File: config.mk
export PLATFORM = sky130hd
export DESIGN_NAME = mhc_chan_ctrl
export DESIGN_NICKNAME = d
export VERILOG_FILES = /design/src/hdl/mhc_chan_ctrl.v
export VERILOG_INCLUDE_DIRS = /design/src /design/src/hdl
export SDC_FILE = /design/constraint.sdc
export NUM_CORES = 1
export LEC_CHECK = 0
export BUFFER_PORTS_ARGS = -buffer_cell sky130_fd_sc_hd__buf_2
export CAP_MARGIN = 20
export CORE_UTILIZATION = 30
export DETAILED_ROUTE_END_ITERATION = 10
export GPL_ROUTABILITY_DRIVEN = 0
export SYNTH_ARGS = -nofsm -noshare
export SYNTH_HDL_FRONTEND = slang
export SYNTH_SLANG_ARGS = --single-unit
File: constraint.sdc
create_clock -name clk_in -period 2.4 [get_ports clk_in]
set_input_delay 0.12 -clock clk_in [delete_from_list [all_inputs] [get_ports clk_in]]
set_output_delay 0.12 -clock clk_in [all_outputs]
set_load 0.03 [all_outputs]
File: src/hdl/mhc_chan_regs.vh
// Register offsets, field positions and reset values of the channel control
`ifndef MHC_CHAN_REGS_VH
`define MHC_CHAN_REGS_VH
// Parameter areas (global at 0x00, channel at 0x40)
`define MHC_GLOBAL_BASE     8'h00
`define MHC_CHAN_BASE       8'h40
// Global area offsets
`define MHC_OFF_GLOBAL_RUN  8'h04
`define MHC_OFF_MODE        8'h10
`define MHC_OFF_COMMAND     8'h14
`define MHC_OFF_BD_LEN      8'h18
`define MHC_OFF_MAX_RX_LEN  8'h1c
`define MHC_OFF_IRQ_STATUS  8'h20
`define MHC_OFF_IRQ_MASK    8'h24
`define MHC_OFF_TX_DATA     8'h28
`define MHC_OFF_RX_DATA     8'h2c
// Channel area offsets (relative to channel base)
`define MHC_OFF_TX_STATE    8'h04
`define MHC_OFF_TX_PTR      8'h08
`define MHC_OFF_ZD_STATE    8'h0c
`define MHC_OFF_TX_COUNT    8'h0e
`define MHC_OFF_RX_STATE    8'h24
`define MHC_OFF_RX_PTR      8'h28
`define MHC_OFF_RX_COUNT    8'h2e
// Mode register fields
`define MHC_MODE_HDLC       0
`define MHC_MODE_IDLE_FLAG  1
`define MHC_MODE_ENT        2
`define MHC_MODE_POLL       3
`define MHC_MODE_SLOT_VALID 4
`define MHC_MODE_RUN        5
// Command register fields
`define MHC_CMD_TX_STOP     0
`define MHC_CMD_RX_STOP     1
// State word fields
`define MHC_ST_STOPPED      0
`define MHC_ST_FRAME        8
`define MHC_ST_BD_OPEN      9
`define MHC_ST_HALTED       11
`define MHC_ST_RUNNING      12
// Interrupt event bits
`define MHC_EV_TX_DONE      0
`define MHC_EV_RX_FULL      1
`define MHC_EV_TX_STOPPED   2
`define MHC_EV_RX_STOPPED   3
// Reset values and line patterns
`define MHC_RST_RX_STATE    32'h39000000
`define MHC_RST_TX_STATE    32'h38000000
`define MHC_FLAG_BYTE       8'h7e
`define MHC_IDLE_BYTE       8'hff
`endif

File: src/hdl/mhc_chan_ctrl.v
// Channel control: start, stop, pointers, counters and state words
//////////////////////////////////////////////////////////////////////////////
//////////////////////////////////////////////////////////////////////////////
`timescale 1ns/10ps
`default_nettype none
`include "mhc_chan_regs.vh"

module mhc_chan_ctrl
(
  // Clock, reset and enable
  input  wire        clk_in,
  input  wire        rst_in,
  input  wire        ce_in,
  // Register port
  input  wire [7:0]  addr_in,
  input  wire [31:0] wdata_in,
  input  wire        wr_in,
  input  wire        rd_in,
  output reg  [31:0] rdata_out,
  // Serial link
  input  wire        link_clk_in,
  input  wire        rx_bit_in,
  output reg         tx_bit_out,
  // Interrupt
  output wire        irq_out
);

  //////////////////////////////////////////////////////////////////////////
  // Storage
  reg  [1:0]  lclk_sync_reg;
  reg  [1:0]  rxd_sync_reg;
  reg         lclk_prev_reg;
  reg  [5:0]  mode_reg;
  reg  [15:0] bd_len_reg;
  reg  [15:0] max_rx_len_reg;
  reg  [3:0]  irq_status_reg;
  reg  [3:0]  irq_mask_reg;
  reg  [31:0] tx_state_reg;
  reg  [31:0] rx_state_reg;
  reg  [31:0] zd_state_reg;
  reg  [31:0] tx_ptr_reg;
  reg  [31:0] rx_ptr_reg;
  reg  [15:0] tx_count_reg;
  reg  [15:0] rx_count_reg;
  reg  [7:0]  tx_data_reg;
  reg  [7:0]  rx_data_reg;
  reg  [7:0]  tx_shift_reg;
  reg  [7:0]  rx_shift_reg;
  reg  [2:0]  tx_bit_cnt_reg;
  reg  [2:0]  rx_bit_cnt_reg;
  reg         tx_stopped_reg;
  wire [3:0]  events;
  wire        tx_on;
  wire        tx_go;
  wire        link_edge;
  wire        active;
  wire        hdlc;
  wire        chan_hit;
  wire [7:0]  off;

  // Decodes an address into area hit and offset within the area
  function is_chan;
    input [7:0] a;
    begin
      is_chan = (a >= `MHC_CHAN_BASE);
    end
  endfunction

  assign chan_hit = is_chan(addr_in);
  assign off      = chan_hit ? addr_in - `MHC_CHAN_BASE : addr_in;
  assign hdlc     = mode_reg[`MHC_MODE_HDLC];
  // Only runs with controller started and link clock edges seen
  assign link_edge = lclk_sync_reg[1] & ~lclk_prev_reg;
  assign active    = mode_reg[`MHC_MODE_RUN] & link_edge;
  assign tx_on     = mode_reg[`MHC_MODE_RUN] & mode_reg[`MHC_MODE_ENT] &
                     mode_reg[`MHC_MODE_SLOT_VALID];
  assign tx_go     = tx_on & link_edge;
  assign irq_out   = |(irq_status_reg & irq_mask_reg);

  // Events of this cycle; the sticky status merges them below
  assign events[`MHC_EV_TX_DONE]    = tx_go && tx_bit_cnt_reg == 3'h7 &&
                                      tx_state_reg[`MHC_ST_BD_OPEN] &&
                                      !tx_stopped_reg &&
                                      tx_count_reg == 16'h0001;
  assign events[`MHC_EV_RX_FULL]    = active &&
                                      !rx_state_reg[`MHC_ST_HALTED] &&
                                      rx_bit_cnt_reg == 3'h7 &&
                                      rx_state_reg[`MHC_ST_BD_OPEN] &&
                                      rx_count_reg <= 16'h0001;
  assign events[`MHC_EV_TX_STOPPED] = wr_in && !chan_hit &&
                                      off == `MHC_OFF_COMMAND &&
                                      wdata_in[`MHC_CMD_TX_STOP];
  assign events[`MHC_EV_RX_STOPPED] = wr_in && !chan_hit &&
                                      off == `MHC_OFF_COMMAND &&
                                      wdata_in[`MHC_CMD_RX_STOP];

  //////////////////////////////////////////////////////////////////////////
  // Link input synchronisers
  always @(posedge clk_in)
  begin
    if (rst_in)
    begin
      lclk_sync_reg <= 2'h0;
      rxd_sync_reg  <= 2'h0;
      lclk_prev_reg <= 1'b0;
    end
    else if (ce_in)
    begin
      lclk_sync_reg <= {lclk_sync_reg[0], link_clk_in};
      rxd_sync_reg  <= {rxd_sync_reg[0], rx_bit_in};
      lclk_prev_reg <= lclk_sync_reg[1];
    end
  end

  //////////////////////////////////////////////////////////////////////////
  // Register writes, channel engines and events
  always @(posedge clk_in)
  begin
    if (rst_in)
    begin
      mode_reg       <= 6'h00;
      bd_len_reg     <= 16'h0000;
      max_rx_len_reg <= 16'h0000;
      irq_status_reg <= 4'h0;
      irq_mask_reg   <= 4'h0;
      tx_state_reg   <= `MHC_RST_TX_STATE;
      rx_state_reg   <= `MHC_RST_RX_STATE;
      zd_state_reg   <= 32'h00000000;
      tx_ptr_reg     <= 32'h00000000;
      rx_ptr_reg     <= 32'h00000000;
      tx_count_reg   <= 16'h0000;
      rx_count_reg   <= 16'h0000;
      tx_data_reg    <= 8'h00;
      rx_data_reg    <= 8'h00;
      tx_shift_reg   <= 8'hff;
      rx_shift_reg   <= 8'h00;
      tx_bit_cnt_reg <= 3'h0;
      rx_bit_cnt_reg <= 3'h0;
      tx_stopped_reg <= 1'b0;
      tx_bit_out     <= 1'b1;
    end
    else if (ce_in)
    begin
      // Software writes
      if (wr_in)
      begin
        if (!chan_hit && off == `MHC_OFF_MODE)
        begin
          mode_reg <= wdata_in[5:0];
          if (wdata_in[`MHC_MODE_POLL])
            tx_stopped_reg <= 1'b0;
        end
        else if (!chan_hit && off == `MHC_OFF_COMMAND)
        begin
          if (wdata_in[`MHC_CMD_TX_STOP])
          begin
            tx_stopped_reg <= 1'b1;
          end
          if (wdata_in[`MHC_CMD_RX_STOP])
          begin
            rx_state_reg[`MHC_ST_HALTED] <= 1'b1;
          end
        end
        else if (!chan_hit && off == `MHC_OFF_BD_LEN)
          bd_len_reg <= wdata_in[15:0];
        else if (!chan_hit && off == `MHC_OFF_MAX_RX_LEN)
          max_rx_len_reg <= wdata_in[15:0];
        else if (!chan_hit && off == `MHC_OFF_IRQ_MASK)
          irq_mask_reg <= wdata_in[3:0];
        else if (!chan_hit && off == `MHC_OFF_TX_DATA)
          tx_data_reg <= wdata_in[7:0];
        else if (chan_hit && off == `MHC_OFF_TX_STATE)
          tx_state_reg <= wdata_in;
        else if (chan_hit && off == `MHC_OFF_RX_STATE)
          rx_state_reg <= wdata_in;
        else if (chan_hit && off == `MHC_OFF_ZD_STATE)
          zd_state_reg <= wdata_in;
      end
      // Transmit engine, one bit per rising link clock edge
      if (tx_go)
      begin
        tx_state_reg[`MHC_ST_RUNNING] <= 1'b1;
        tx_bit_out   <= tx_shift_reg[0];
        tx_shift_reg <= {1'b1, tx_shift_reg[7:1]};
        tx_bit_cnt_reg <= tx_bit_cnt_reg + 3'h1;
        if (tx_bit_cnt_reg == 3'h7)
        begin
          if (!tx_state_reg[`MHC_ST_BD_OPEN] && !tx_stopped_reg &&
              mode_reg[`MHC_MODE_POLL] && bd_len_reg != 16'h0000)
          begin
            tx_count_reg <= bd_len_reg;
            tx_state_reg[`MHC_ST_BD_OPEN] <= 1'b1;
            tx_state_reg[`MHC_ST_FRAME]   <= hdlc;
            tx_shift_reg <= `MHC_FLAG_BYTE;
          end
          else if (tx_state_reg[`MHC_ST_BD_OPEN] && !tx_stopped_reg)
          begin
            tx_shift_reg <= tx_data_reg;
            tx_ptr_reg   <= tx_ptr_reg + 32'h1;
            tx_count_reg <= tx_count_reg - 16'h1;
            if (tx_count_reg == 16'h0001)
            begin
              tx_state_reg[`MHC_ST_BD_OPEN] <= 1'b0;
              tx_state_reg[`MHC_ST_FRAME]   <= 1'b0;
            end
          end
          else
            tx_shift_reg <= mode_reg[`MHC_MODE_IDLE_FLAG] ?
                            `MHC_FLAG_BYTE : `MHC_IDLE_BYTE;
        end
      end
      // Channel off or stopped controller: release the line to idle high
      else if (!tx_on)
      begin
        tx_bit_out     <= 1'b1;
        tx_shift_reg   <= `MHC_IDLE_BYTE;
        tx_bit_cnt_reg <= 3'h0;
      end
      // Receive engine
      if (active && !rx_state_reg[`MHC_ST_HALTED])
      begin
        rx_shift_reg   <= {rxd_sync_reg[1], rx_shift_reg[7:1]};
        rx_bit_cnt_reg <= rx_bit_cnt_reg + 3'h1;
        if (rx_bit_cnt_reg == 3'h7)
        begin
          if (!rx_state_reg[`MHC_ST_BD_OPEN])
          begin
            rx_count_reg <= max_rx_len_reg;
            rx_state_reg[`MHC_ST_BD_OPEN] <= 1'b1;
            rx_state_reg[`MHC_ST_FRAME]   <= hdlc;
            rx_state_reg[15:0] <= 16'h8000;
          end
          else
          begin
            rx_data_reg  <= {rxd_sync_reg[1], rx_shift_reg[7:1]};
            rx_ptr_reg   <= rx_ptr_reg + 32'h1;
            rx_count_reg <= rx_count_reg - 16'h1;
            if (rx_count_reg <= 16'h0001)
            begin
              rx_state_reg[`MHC_ST_BD_OPEN] <= 1'b0;
              rx_state_reg[`MHC_ST_FRAME]   <= 1'b0;
              rx_state_reg[15:0] <= 16'h0000;
            end
          end
        end
      end
      // Sticky status: set wins over write-one-to-clear
      if (wr_in && !chan_hit && off == `MHC_OFF_IRQ_STATUS)
        irq_status_reg <= (irq_status_reg & ~wdata_in[3:0]) | events;
      else
        irq_status_reg <= irq_status_reg | events;
    end
  end

  //////////////////////////////////////////////////////////////////////////
  // Read data, one cycle after the strobe
  always @(posedge clk_in)
  begin
    if (rst_in)
      rdata_out <= 32'h00000000;
    else if (ce_in)
    begin
      rdata_out <= 32'h00000000;
      if (rd_in)
      begin
        if (!chan_hit && off == `MHC_OFF_GLOBAL_RUN)
          rdata_out <= {31'h0, ~mode_reg[`MHC_MODE_RUN]};
        else if (!chan_hit && off == `MHC_OFF_MODE)
          rdata_out <= {26'h0, mode_reg};
        else if (!chan_hit && off == `MHC_OFF_BD_LEN)
          rdata_out <= {16'h0, bd_len_reg};
        else if (!chan_hit && off == `MHC_OFF_MAX_RX_LEN)
          rdata_out <= {16'h0, max_rx_len_reg};
        else if (!chan_hit && off == `MHC_OFF_IRQ_STATUS)
          rdata_out <= {28'h0, irq_status_reg};
        else if (!chan_hit && off == `MHC_OFF_IRQ_MASK)
          rdata_out <= {28'h0, irq_mask_reg};
        else if (!chan_hit && off == `MHC_OFF_TX_DATA)
          rdata_out <= {24'h0, tx_data_reg};
        else if (!chan_hit && off == `MHC_OFF_RX_DATA)
          rdata_out <= {24'h0, rx_data_reg};
        else if (chan_hit && off == `MHC_OFF_TX_STATE)
          rdata_out <= tx_state_reg;
        else if (chan_hit && off == `MHC_OFF_TX_PTR)
          rdata_out <= tx_ptr_reg;
        else if (chan_hit && off == `MHC_OFF_ZD_STATE)
          rdata_out <= zd_state_reg;
        else if (chan_hit && off == `MHC_OFF_TX_COUNT)
          rdata_out <= {16'h0, tx_count_reg};
        else if (chan_hit && off == `MHC_OFF_RX_STATE)
          rdata_out <= rx_state_reg;
        else if (chan_hit && off == `MHC_OFF_RX_PTR)
          rdata_out <= rx_ptr_reg;
        else if (chan_hit && off == `MHC_OFF_RX_COUNT)
          rdata_out <= {16'h0, rx_count_reg};
      end
    end
  end

endmodule
`default_nettype wire

After elaboration in Yosys (flattened, before gate mapping)
Index checks and enable logic that the tools add are counted.
{"block": "classes", "eq_ne": 24, "order_cmp": 2, "muxes": 65, "reduce_logical": 60, "bitwise": 21, "addsub": 7}
{"cell": "2-to-1 mux 32 bit", "n": 15}
{"cell": "2-to-1 mux 16 bit", "n": 16}
{"cell": "2-to-1 mux 13 bit", "n": 8}
{"cell": "adder 32 x 1 -> 32 bit, second input constant", "n": 2}
{"cell": "2-to-1 mux 8 bit", "n": 7}
{"cell": "== test 8 x 6 -> 1 bit, second input constant", "n": 5}
{"cell": "logical AND 1 bit", "n": 33}
{"cell": "== test 8 x 5 -> 1 bit, second input constant", "n": 4}
{"cell": "subtractor 16 x 1 -> 16 bit, second input constant", "n": 2}
{"cell": "== test 8 x 4 -> 1 bit, second input constant", "n": 3}
{"cell": "AND reduction 9 bit", "n": 2}
{"cell": "== test 16 x 1 -> 1 bit, second input constant", "n": 1}
{"cell": "less-or-equal comparator 16 x 1 -> 1 bit, second input constant", "n": 1}
{"cell": "nonzero test 16 bit", "n": 1}
{"cell": "AND reduction 5 bit", "n": 3}
{"cell": "!= test 2 bit, second input constant", "n": 7}
{"cell": "2-to-1 mux 11 bit", "n": 1}
{"cell": "inverter 1 bit", "n": 11}
{"cell": "AND reduction 11 bit", "n": 1}
{"cell": "2-to-1 mux 2 bit", "n": 5}
{"cell": "AND reduction 10 bit", "n": 1}
{"cell": "nonzero test 2 bit", "n": 5}
{"cell": "2-to-1 mux 1 bit", "n": 9}
{"cell": "AND 4 bit", "n": 2}
{"cell": "19 further kinds", "n": 34}
{"block": "word_totals", "inputBits": 47, "register_bits": 315}

Depth between registers and ports, before layout
Gate-level depths: netlist of run 1.
{"block": "depth", "word_depth": 20, "mapped_depth": 9, "depth_no_buf": 8}

Least setup slack after synthesis of run 1
Ideal clock, no wire load.
{"block": "synth_timing", "path_type": "register to register", "from": "register tx_bit_cnt_reg[0]", "to": "register tx_ptr_reg[19]", "stages_incl_launch_ff": 9, "required_ns": 2.330, "synth_period_minus_slack_ns": 2.406, "path_slack_ns": -0.006, "n_path_buf": 1, "arrival_ns": 2.336, "cell_sequence": "dfxtp_1 ha_1 ha_1 nand3b_1 or3_1 or4_1 buf_4 or3_1 a21oi_1"}
{"block": "synth_between", "elab_chain_len": 2}
{"item": "start, declared", "line_no": "mhc_chan_ctrl.v:49", "rtl": "reg [2:0] tx_bit_cnt_reg;"}
{"item": "start signal, assigned", "line_no": "mhc_chan_ctrl.v:185", "rtl": "tx_bit_cnt_reg <= tx_bit_cnt_reg + 3'h1;"}
{"item": "== test 3 bit", "line_no": "mhc_chan_ctrl.v:186", "rtl": "if (tx_bit_cnt_reg == 3'h7)"}
{"item": "AND reduction 5 bit (no line)"}
{"item": "end signal, assigned", "line_no": "mhc_chan_ctrl.v:199", "rtl": "tx_ptr_reg <= tx_ptr_reg + 32'h1;"}
{"item": "end, declared", "line_no": "mhc_chan_ctrl.v:41", "rtl": "reg [31:0] tx_ptr_reg;"}
No other way between the ends.
A chain may end at the register's enable or synchronous reset.

Final worst setup path of run 1
{"block": "layout_timing", "from": "register tx_bit_cnt_reg[0]", "to": "register tx_ptr_reg[27]"}
Same word-level chain as after synthesis.

==> reports/metrics.yaml, run 1 <==
clock_network:
  clkSinkCount: 314
  clk_pin_slew_worst_paths_ps: 60
  cts_buffer_depth: 3
  ctsHtreeMaxLevel: 2
  cts_tree: "done"
  root_buffer: "clkbuf_16"
  insertion_delay_ps: 560
  cts_buffers: 36
sta:
  drv_slew: 0
  fin_crit_sh_pct: 97.0
  worst_slew_pin_slew_ps: 867
  slew_headroom_pct: 42.2
  rsz0062_at_grt: "true"
  hold_viol: 0
  skew_ps: 28.8
  finalSetupViolCount: 0
  min_period_ps: 2330
  finalSetupTns_ps: 0
  timing.fmax_mhz: 429
  layout_setup_ws_ps: 71.4
  timing.hold.ws_ps: 61.0
drt:
  ant_nets: 0
  drt_wl_total_um: 58200
  viasPerCell: 5.62
  drc: 0
  dr.pass1.iters: 8
  vias: 15714
  initialDrtViolationCount: 1975
  wl_per_cell_um: 20.8
cells_and_area:
  final_core_util_pct: 37.3
  area_delta_synth_final_pct: 23.0
  nNetsFinal: 2160
  final_cell_mix: "398 x nand2_1, 312 x dfxtp_1, 207 x a21oi_1"
  multi_input_area_mm2: 0.00838
  nFillCells: 5177
  antenna_cells: 0
  design_area_mm2: 0.0186
  instances_no_fill: 2797
  drive_above_1_share_pct: 15.2
  final_common_cell: "nand2_1"
  regArea_mm2: 0.00629
setup_path:
  critPathCaptureType: "register"
  path_class: "reg2reg"
  cp.required_ps: 2810
  reg2reg_from: "tx_bit_cnt_reg[0]"
  startpoint_type: "register"
  critPathArrivalTime_ps: 2740
  path_max_fanout: 7
  r2r_cells: 9
  startpoint: "tx_bit_cnt_reg[0]"
worst_hold_path:
  hp-class: "in2reg"
  min-delay-start: "wr_in"
  min_path_cells: 3
floorplan:
  die-area_mm2: 0.0514
  rows: 82
  core-area_mm2: 0.0500
  die_h_um: 227
  die_x_um: 227
  ios: 81
  floorplan.initialDensity_pct: 30.3
placed_design:
  hpwl_um: 41200
  dpl_worst_slack_ps: -271
  placed_cell_area_mm2: 0.0171
  port-buffer-count: 80
  placed_cells: 2698
synth:
  synth-edff-count: 0
  synth_top_family_by_area: "simple AND/OR/NAND/NOR gates"
  async_reset_ff_share_pct: 0
  syn_area_mm2: 0.0152
  synthMuxAreaShare_pct: 2.82
  yosys_warnings: 0
  synth-simple-area-share_pct: 24.7
  synth_nets: 2005
  synthXorXnorAreaFrac_pct: 3.41
  ys_seq_area_share_pct: 41.5
  postSynthCellCount: 1948
  synth-compound-area-share_pct: 22.8
  ys_types: 74
  synth_fa_ha_area_share_pct: 0.826
  yosys_register_bits: 314
  avgSynthCellArea_um2: 7.78
  synth_ff_type: "dfxtp_1"
power:
  p_int_mw: 8.51
  ir_drop_mv: 0.497
  powerDensity_mw_per_mm2: 606
  switching_share_pct: 24.7
  p_switching_mw: 2.79
  clkPwrFrac_pct: 48.2
  finalPower_mw: 11.3
  power_frac_seq_pct: 46.3
  comb_power_share_pct: 5.5
  p_leak_nw: 6.52
grt:
  grt_start_max_net_pins: 164
  grt_pass1_vias: 14526
  grt_pass1_wl_um: 88100
  grt_use_total_pct: 22.4
  gr-total-overflow: 0
  antenna_found_initial: 0
job:
  cap_viol_max_count: 0
run_status:
  status: "complete, no violations"
-- cells by family after synthesis --
kind of cell | Yosys count
flip-flops | 314
XOR/XNOR | 59
adder cells (fa/ha/maj) | 10
AND/OR/NAND/NOR | 807
AO/OA/AOI/OAI | 561
multiplexers | 42
buffers and inverters | 155
-- worst paths after layout --
path / slack, ps / end
min: 60 / rx_state_reg[11]
max: 70 / tx_ptr_reg[27]
min reg2reg: 450 / tx_state_reg[24]
max reg2reg: 70 / tx_ptr_reg[27]
-- layer usage --
metal	vias up	GRT usage, %	part of all wire, %
met3	141	3.80	9.6
met4	0	8.39	3.7
met5	-	0	0
li1	7215	-	-
met2	829	35.2	45
met1	7529	30.4	42
-- power by group through the flow --
stage	Combinational, mW	Sequential, mW	Clock (mW)
after global routing	0.648	5.23	5.76
after floorplan	0.279	5.34	0
after CTS	0.606	5.23	5.51
after detailed placement	0.561	5.34	0
after global placement	0.559	5.34	0
final	0.627	5.23	5.44
-- repair_timing --
item / in CTS / in global routing
endpoints found under the hold margin: 118 / 0
endpoints found under the setup margin: 41 / 31
pin swaps: 1 / 5
buffers inserted: 0 / 5
hold buffers: 34 / 0
cloned: 0 / 0
gates resized for setup: 6 / 15
-- critical path, cell delays in order, from the launching register on --
cell and delay (ps):
dfxtp_2 350, ha_4 140, ha_4 120, nand3b_1 90, or3_4 440, or4_4 440
buf_8 150, nor4_4 260, xnor2_1 150, nor2_1 70
-- Yosys cell counts (all sizes together) (4+ instances only) --
library cell,n,area (µm²)
a21oi,207,1040
a21o,4,30.0
or2,5,31.3
mux2i,36,360
o221ai,11,96.3
nor4,23,205
a2bb2oi,5,43.8
inv,17,63.8
a22o,27,236
nor2b,6,37.5
nand4,20,125
mux2,6,67.6
and3,9,56.3
dfxtp,314,6290
nand2b,14,87.6
nor2,179,672
o31ai,9,67.6
and4,6,52.6
or3,14,87.6
a32oi,5,43.8
o211ai,10,75.1
ha,10,125
clkbuf,107,402
nand3b,15,113
a31oi,18,113
and2,10,62.6
nor3,38,230
a21boi,5,37.5
o21ai,110,551
nand3,47,235
buf,29,131
o22ai,34,213
nand2,398,1490
xnor2,22,193
a211oi,16,120
nor4b,9,128
a22oi,69,518
o32ai,5,43.8
xor2,37,324
-- final cells by class --
class                           count  share of cell area, %
Multi-Input combinational cell   1479                   45.0
Clock buffer                       47                   5.22
Timing Repair Buffer              253                   10.4
Tap cell                          672                   4.51
Clock inverter                     13                  0.812
Sequential cell                   314                   33.7
Inverter                           19                  0.383
No activity file was read; power rests on OpenSTA's default activity.
==> run 2: changes to the inputs <==
Settings changed: CTS_BUF_LIST from default to sky130_fd_sc_hd__clkbuf_16.
==> run 2 against run 1 <==
  * Non-clock buffer count unchanged
  * Power fell by 1.1%
  * Fmax grew 0.43%
  * Final area fell by 0.18%
  * Largest cell class unchanged
==> reports/metrics.yaml, run 2 (synthesized netlist as in run 1, its figures left out) <==
clock_network:
  root_buffer: "clkbuf_16"
  clk_pin_slew_worst_paths_ps: 60  # about the same
  ctsHtreeMaxLevel: 2  # unchanged
  cts_buffer_depth: 3  # unchanged
  clkSinkCount: 314  # unchanged
  cts_buffers: 36  # unchanged
  insertion_delay_ps: 560  # about the same
  cts_tree: "done"
sta:
  layout_setup_ws_ps: 81.4  # +10.0 ps
  skew_ps: 31.4  # +2.59 ps
  hold_viol: 0  # unchanged
  drv_slew: 0  # unchanged
  worst_slew_pin_slew_ps: 886  # +19.5 ps
  fin_crit_sh_pct: 96.6  # -0.42 points
  min_period_ps: 2320  # -10.0 ps
  timing.fmax_mhz: 431  # +0.43%
  timing.hold.ws_ps: 48.3  # -12.7 ps
  rsz0062_at_grt: "true"
  slew_headroom_pct: 40.9  # -1.3 points
  finalSetupViolCount: 0  # unchanged
worst_hold_path:
  min-delay-start: "rst_in"
  hp-class: "in2reg"
power:
  switching_share_pct: 25.0  # +0.30 points
  power_frac_seq_pct: 46.8  # +0.5 points
  comb_power_share_pct: 5.6  # about the same
  clkPwrFrac_pct: 47.6  # -0.6 points
  p_leak_nw: 6.54  # +0.22%
  ir_drop_mv: 0.498  # +0.17%
  powerDensity_mw_per_mm2: 600  # -0.96%
  p_int_mw: 8.38  # -1.5%
  p_switching_mw: 2.79  # about the same
setup_path:
  cp_num_buf_inv: 1  # unchanged
  cp.required_ps: 2820  # about the same
  critPathArrivalTime_ps: 2730  # about the same
  critPathMostFrequentCell: "ha_4"
  critPathTopFamily: "simple AND/OR/NAND/NOR gates"
  path_class: "reg2reg"
  cp_slowest_cell: "or3_4"
  path_cells: "ha_4, ha_4, nand3b_1, or3_4, or4_4, buf_6, nor4_4, xnor2_1, nor2_1"
  path_max_fanout: 7  # unchanged
  critPathCaptureType: "register"
  reg2reg_from: "tx_bit_cnt_reg[0]"
  slowest_delay_ps: 440  # about the same
  startpoint_type: "register"
  startpoint: "tx_bit_cnt_reg[0]"
drt:
  initialDrtViolationCount: 1917  # -2.9%
  ant_nets: 0  # unchanged
  drc: 0  # unchanged
  dr.pass1.iters: 6  # -2
  viasPerCell: 5.60  # -0.39%
  drt_wl_total_um: 58300  # +0.10%
  vias: 15652  # -0.39%
  wl_per_cell_um: 20.8  # +0.10%
grt:
  gr-total-overflow: 0  # unchanged
  grt_use_total_pct: 22.3  # -0.025 points
  grt_pass1_wl_um: 88000  # about the same
  grt_pass1_vias: 14537  # +0.076%
  grt_start_max_net_pins: 164  # unchanged
  antenna_found_initial: 0  # unchanged
cells_and_area:
  drive_above_1_share_pct: 15.0  # -0.14 points
  area_delta_synth_final_pct: 22.7
  instances_no_fill: 2797  # unchanged
  design_area_mm2: 0.0186  # -0.18%
  nNetsFinal: 2160  # unchanged
  antenna_cells: 0  # unchanged
  final_cell_mix: "398 x nand2_1, 312 x dfxtp_1, 207 x a21oi_1"
  final_common_cell: "nand2_1"
placed_design:
  port-buffer-count: 80  # unchanged
  placed_cell_area_mm2: 0.0171  # unchanged
  dpl_worst_slack_ps: -271  # unchanged
  placed_cells: 2698  # unchanged
  hpwl_um: 41200  # unchanged
floorplan:
  rows: 82  # unchanged
  die-area_mm2: 0.0514  # unchanged
  die_h_um: 227  # unchanged
  core-area_mm2: 0.0500  # unchanged
  floorplan.initialDensity_pct: 30.3  # unchanged
  ios: 81  # unchanged
  die_x_um: 227  # unchanged
run_status:
  status: "complete, no violations"
job:
  cap_viol_max_count: 0  # unchanged
[run 2: layout make-up]
cell class                      count  area (µm²)
Tap cell                          672         841
Clock buffer                       36         901
Inverter                           19        71.3
Timing Repair Buffer              253        1930
Multi-Input combinational cell   1479        8380
Fill cell                        5184       31400
Clock inverter                     24         193
Sequential cell                   314        6290
[run 2: power by group through the flow]
stage,registers [mW],logic [mW],clock network [mW]
after floorplan,5.34,0.279,0
after global routing,5.23,0.647,5.62
final,5.23,0.627,5.31
after detailed placement,5.34,0.561,0
after global placement,5.34,0.559,0
after CTS,5.23,0.606,5.38
[run 2: tightest hold or removal path, delay by kind of cell]
kind,cells,cell delay (ps)
and+or+nand+nor,1,110
AOI/OAI and AO/OA,2,160
buffers and inverters,1,160
[run 2: layer usage]
layer	global-route usage, %	vias to the layer above	part of all wire [%]
met3	3.76	134	9.3
met2	35.1	801	45
li1	-	7220	-
met4	8.41	0	3.6
met1	30.4	7497	42
met5	0	-	0
[run 2: stage by stage]
stage               power, mW  util [%]  TNS, ps
floorplan                5.62         -    -4.27
global placement         5.90      34.1    -2050
detailed placement       5.90      34.1    -3420
CTS                      11.2      37.0        0
global route             11.5      37.2    -21.2
finish                   11.2      37.2        0
[run 2: path summary, 6_finish.rpt]
| kind | slack, ps | endpoint | cells after the start |
|---|---|---|---|
| max | 80 | tx_ptr_reg[27] | 9 |
| min | 50 | rx_state_reg[15] | 4 |
| max reg2reg | 80 | tx_ptr_reg[27] | 9 |
| min reg2reg | 460 | zd_state_reg[21] | 2 |
[run 2: what timing repair did]
item                                   CTS  global route
pin swaps                                1             5
setup buffers                            0             5
hold buffers                            34             0
endpoints found under the hold margin  118             0
setup endpoints to repair               41            31
gates resized for setup                  6            14
==> run 3: changes to the inputs <==
Settings changed: REMOVE_ABC_BUFFERS from default to 1.
==> run 3 against run 2 <==
  * Cell count rose by 0.39%
  * Clock skew fell by 15 ps
  * Clock power rose by 7.3%
  * Core utilization rose by 0.20 points
  * Sequential share of layout area fell by 0.18 points
  * Sequential power barely moved
  * Global-route usage fell by 0.46 points
  * Combinational power fell by 2%
  * Critical path type unchanged
==> reports/metrics.yaml, run 3 (synthesized netlist as in run 1, its figures left out) <==
run_status:
  status: "complete, no violations"
placed_design:
  placed_cell_area_mm2: 0.0171  # +0.15%
  port-buffer-count: 80  # unchanged
  hpwl_um: 40900  # -0.57%
drt:
  drt_wl_total_um: 56600  # -2.8%
  dr.pass1.iters: 6  # unchanged
  wl_per_cell_um: 20.2  # -3.2%
  viasPerCell: 5.53  # -1.2%
  drc: 0  # unchanged
  ant_nets: 0  # unchanged
  initialDrtViolationCount: 1895  # -1.1%
  vias: 15519  # -0.85%
floorplan:
  rows: 82  # unchanged
  die_x_um: 227  # unchanged
  ios: 81  # unchanged
  die-area_mm2: 0.0514  # unchanged
  core-area_mm2: 0.0500  # unchanged
  floorplan.initialDensity_pct: 30.3  # unchanged
  die_h_um: 227  # unchanged
cells_and_area:
  nNetsFinal: 2168  # +0.37%
  design_area_mm2: 0.0187  # +0.55%
  drive_above_1_share_pct: 15.1  # +0.077 points
  multi_input_area_mm2: 0.00835  # -0.34%
  final_core_util_pct: 37.4  # +0.20 points
  area_delta_synth_final_pct: 23.4
  nFillCells: 5097  # -1.7%
  regArea_mm2: 0.00629  # unchanged
  final_common_cell: "nand2_1"
  final_cell_mix: "398 x nand2_1, 312 x dfxtp_1, 207 x a21oi_1"
setup_path:
  r2r_slack_ps: 50  # -30 ps
  path_max_fanout: 8  # +1
  cp.required_ps: 2820  # about the same
  critPathArrivalTime_ps: 2770  # +40 ps
  r2r_cells: 9  # unchanged
  crit-reg2reg-capture: "tx_ptr_reg[31]"
  critPathCaptureType: "register"
  reg2reg_from: "tx_bit_cnt_reg[0]"
  path_class: "reg2reg"
  startpoint_type: "register"
clock_network:
  clk_pin_slew_worst_paths_ps: 60  # about the same
  ctsHtreeMaxLevel: 2  # unchanged
  cts_buffer_depth: 3  # unchanged
  cts_buffers: 37  # +2.8%
  clkSinkCount: 314  # unchanged
  cts_tree: "done"
  root_buffer: "clkbuf_16"
  insertion_delay_ps: 560  # about the same
power:
  p_switching_mw: 2.78  # -0.54%
  p_int_mw: 8.76  # +4.6%
  powerDensity_mw_per_mm2: 617  # +2.8%
  comb_power_share_pct: 5.3  # -0.3 points
  power_frac_seq_pct: 45.3  # -1.5 points
  p_leak_nw: 6.63  # +1.4%
  ir_drop_mv: 0.424  # -15%
  clkPwrFrac_pct: 49.4  # +1.8 points
  switching_share_pct: 24.1  # -0.93 points
grt:
  grt_pass1_wl_um: 86400  # -1.9%
  grt_pass1_vias: 14499  # -0.26%
  gr-total-overflow: 0  # unchanged
  antenna_found_initial: 2  # +2
  grt_start_max_net_pins: 158  # -3.7%
  grt_use_total_pct: 21.9  # -0.46 points
sta:
  fin_crit_sh_pct: 97.9  # +1.3 points
  slew_headroom_pct: 50.4  # +9.5 points
  hold_viol: 0  # unchanged
  rsz0062_at_grt: "true"
  finalSetupViolCount: 0  # unchanged
  timing.fmax_mhz: 425  # -1.4%
  min_period_ps: 2350  # +31.9 ps
  skew_ps: 16.0  # -15.5 ps
  worst_slew_pin_slew_ps: 744  # -143 ps
  drv_slew: 0  # unchanged
worst_hold_path:
  min_to: "rx_state_reg[11]"
  min_path_cells: 3  # -1
  hp-class: "in2reg"
  min-delay-start: "wr_in"
job:
  cap_viol_max_count: 0  # unchanged
run 3: cell count changes in the layout (fill, tap and decap cells not counted), moves of 2 or more:
| cell | change |
|---|---|
| inv_1 | -5 |
| nor3_4 | +2 |
| ha_4 | -2 |
| buf_6 | -2 |
| buf_4 | +9 |
| bufinv_16 | +3 |
| clkinv_1 | +6 |
| diode_2 | +2 |
| nor3_2 | -3 |
run 3: area by class of cell:
class	count	share of cell area, %
multi-input cells	1479	44.6
flip-flops and latches	314	33.6
repair buffers	260	10.5
clock buffers	37	4.95
well taps	672	4.50
clock inverters	25	1.38
inverters	19	0.381
diodes	2	0.0268
run 3: power groups by stage:
stage | Sequential (mW) | Clock, mW | Combinational [mW]
after floorplan | 5.35 | 0 | 0.158
after global placement | 5.34 | 0 | 0.546
after detailed placement | 5.34 | 0 | 0.549
after CTS | 5.23 | 5.78 | 0.596
after global routing | 5.23 | 5.98 | 0.639
final | 5.23 | 5.70 | 0.613
run 3: through the flow:
step	worst slack, ps	hold slack (ps)	std cells	total power, mW	setup TNS (ps)
floorplan	-1030	189	1812	5.50	-69200
global placement	38.3	372	2705	5.89	0
detailed placement	-24.9	377	2705	5.89	-38.2
CTS	-10.3	42.3	2802	11.6	-10.3
global route	-31.1	101	2808	11.8	-49.5
finish	49.5	79.1	2808	11.5	0
run 3: repair_timing:
action	in CTS	in global routing
endpoints found under the setup margin	5	24
pin swaps	0	6
resized for setup	1	14
buffers inserted	0	3
hold endpoints to repair	127	0
hold buffers	35	0
run 3: worst max path at each step:
stage	startpoint	end	slack, ps	cells past startpoint
after floorplan	addr_in[0]	tx_state_reg[12]	-1030	5
after global placement	tx_bit_cnt_reg[0]	tx_ptr_reg[20]	40	8
after detailed placement	tx_bit_cnt_reg[0]	tx_ptr_reg[30]	-20	8
after CTS	tx_bit_cnt_reg[0]	tx_ptr_reg[13]	-10	8
after global routing	tx_bit_cnt_reg[0]	tx_ptr_reg[27]	-30	9
final	tx_bit_cnt_reg[0]	tx_ptr_reg[31]	50	9
run 3: per-layer routing:
| layer | part of all wire, % | up-vias | global-route usage [%] |
|---|---|---|---|
| li1 | - | 7249 | - |
| met1 | 41 | 7335 | 28.8 |
| met2 | 45 | 785 | 35.2 |
| met3 | 9.1 | 150 | 3.34 |
| met4 | 4.4 | 0 | 9.72 |
| met5 | 0 | - | 0 |
run 3: worst max-delay path, cell delays in order (launching register included):
cell and delay [ps]:
dfxtp_2 330, ha_1 150, ha_2 180, nand3b_1 110, or3_4 380, or4_4 560, buf_12 160, nor4_2 160
xnor2_1 150, nor2_1 50
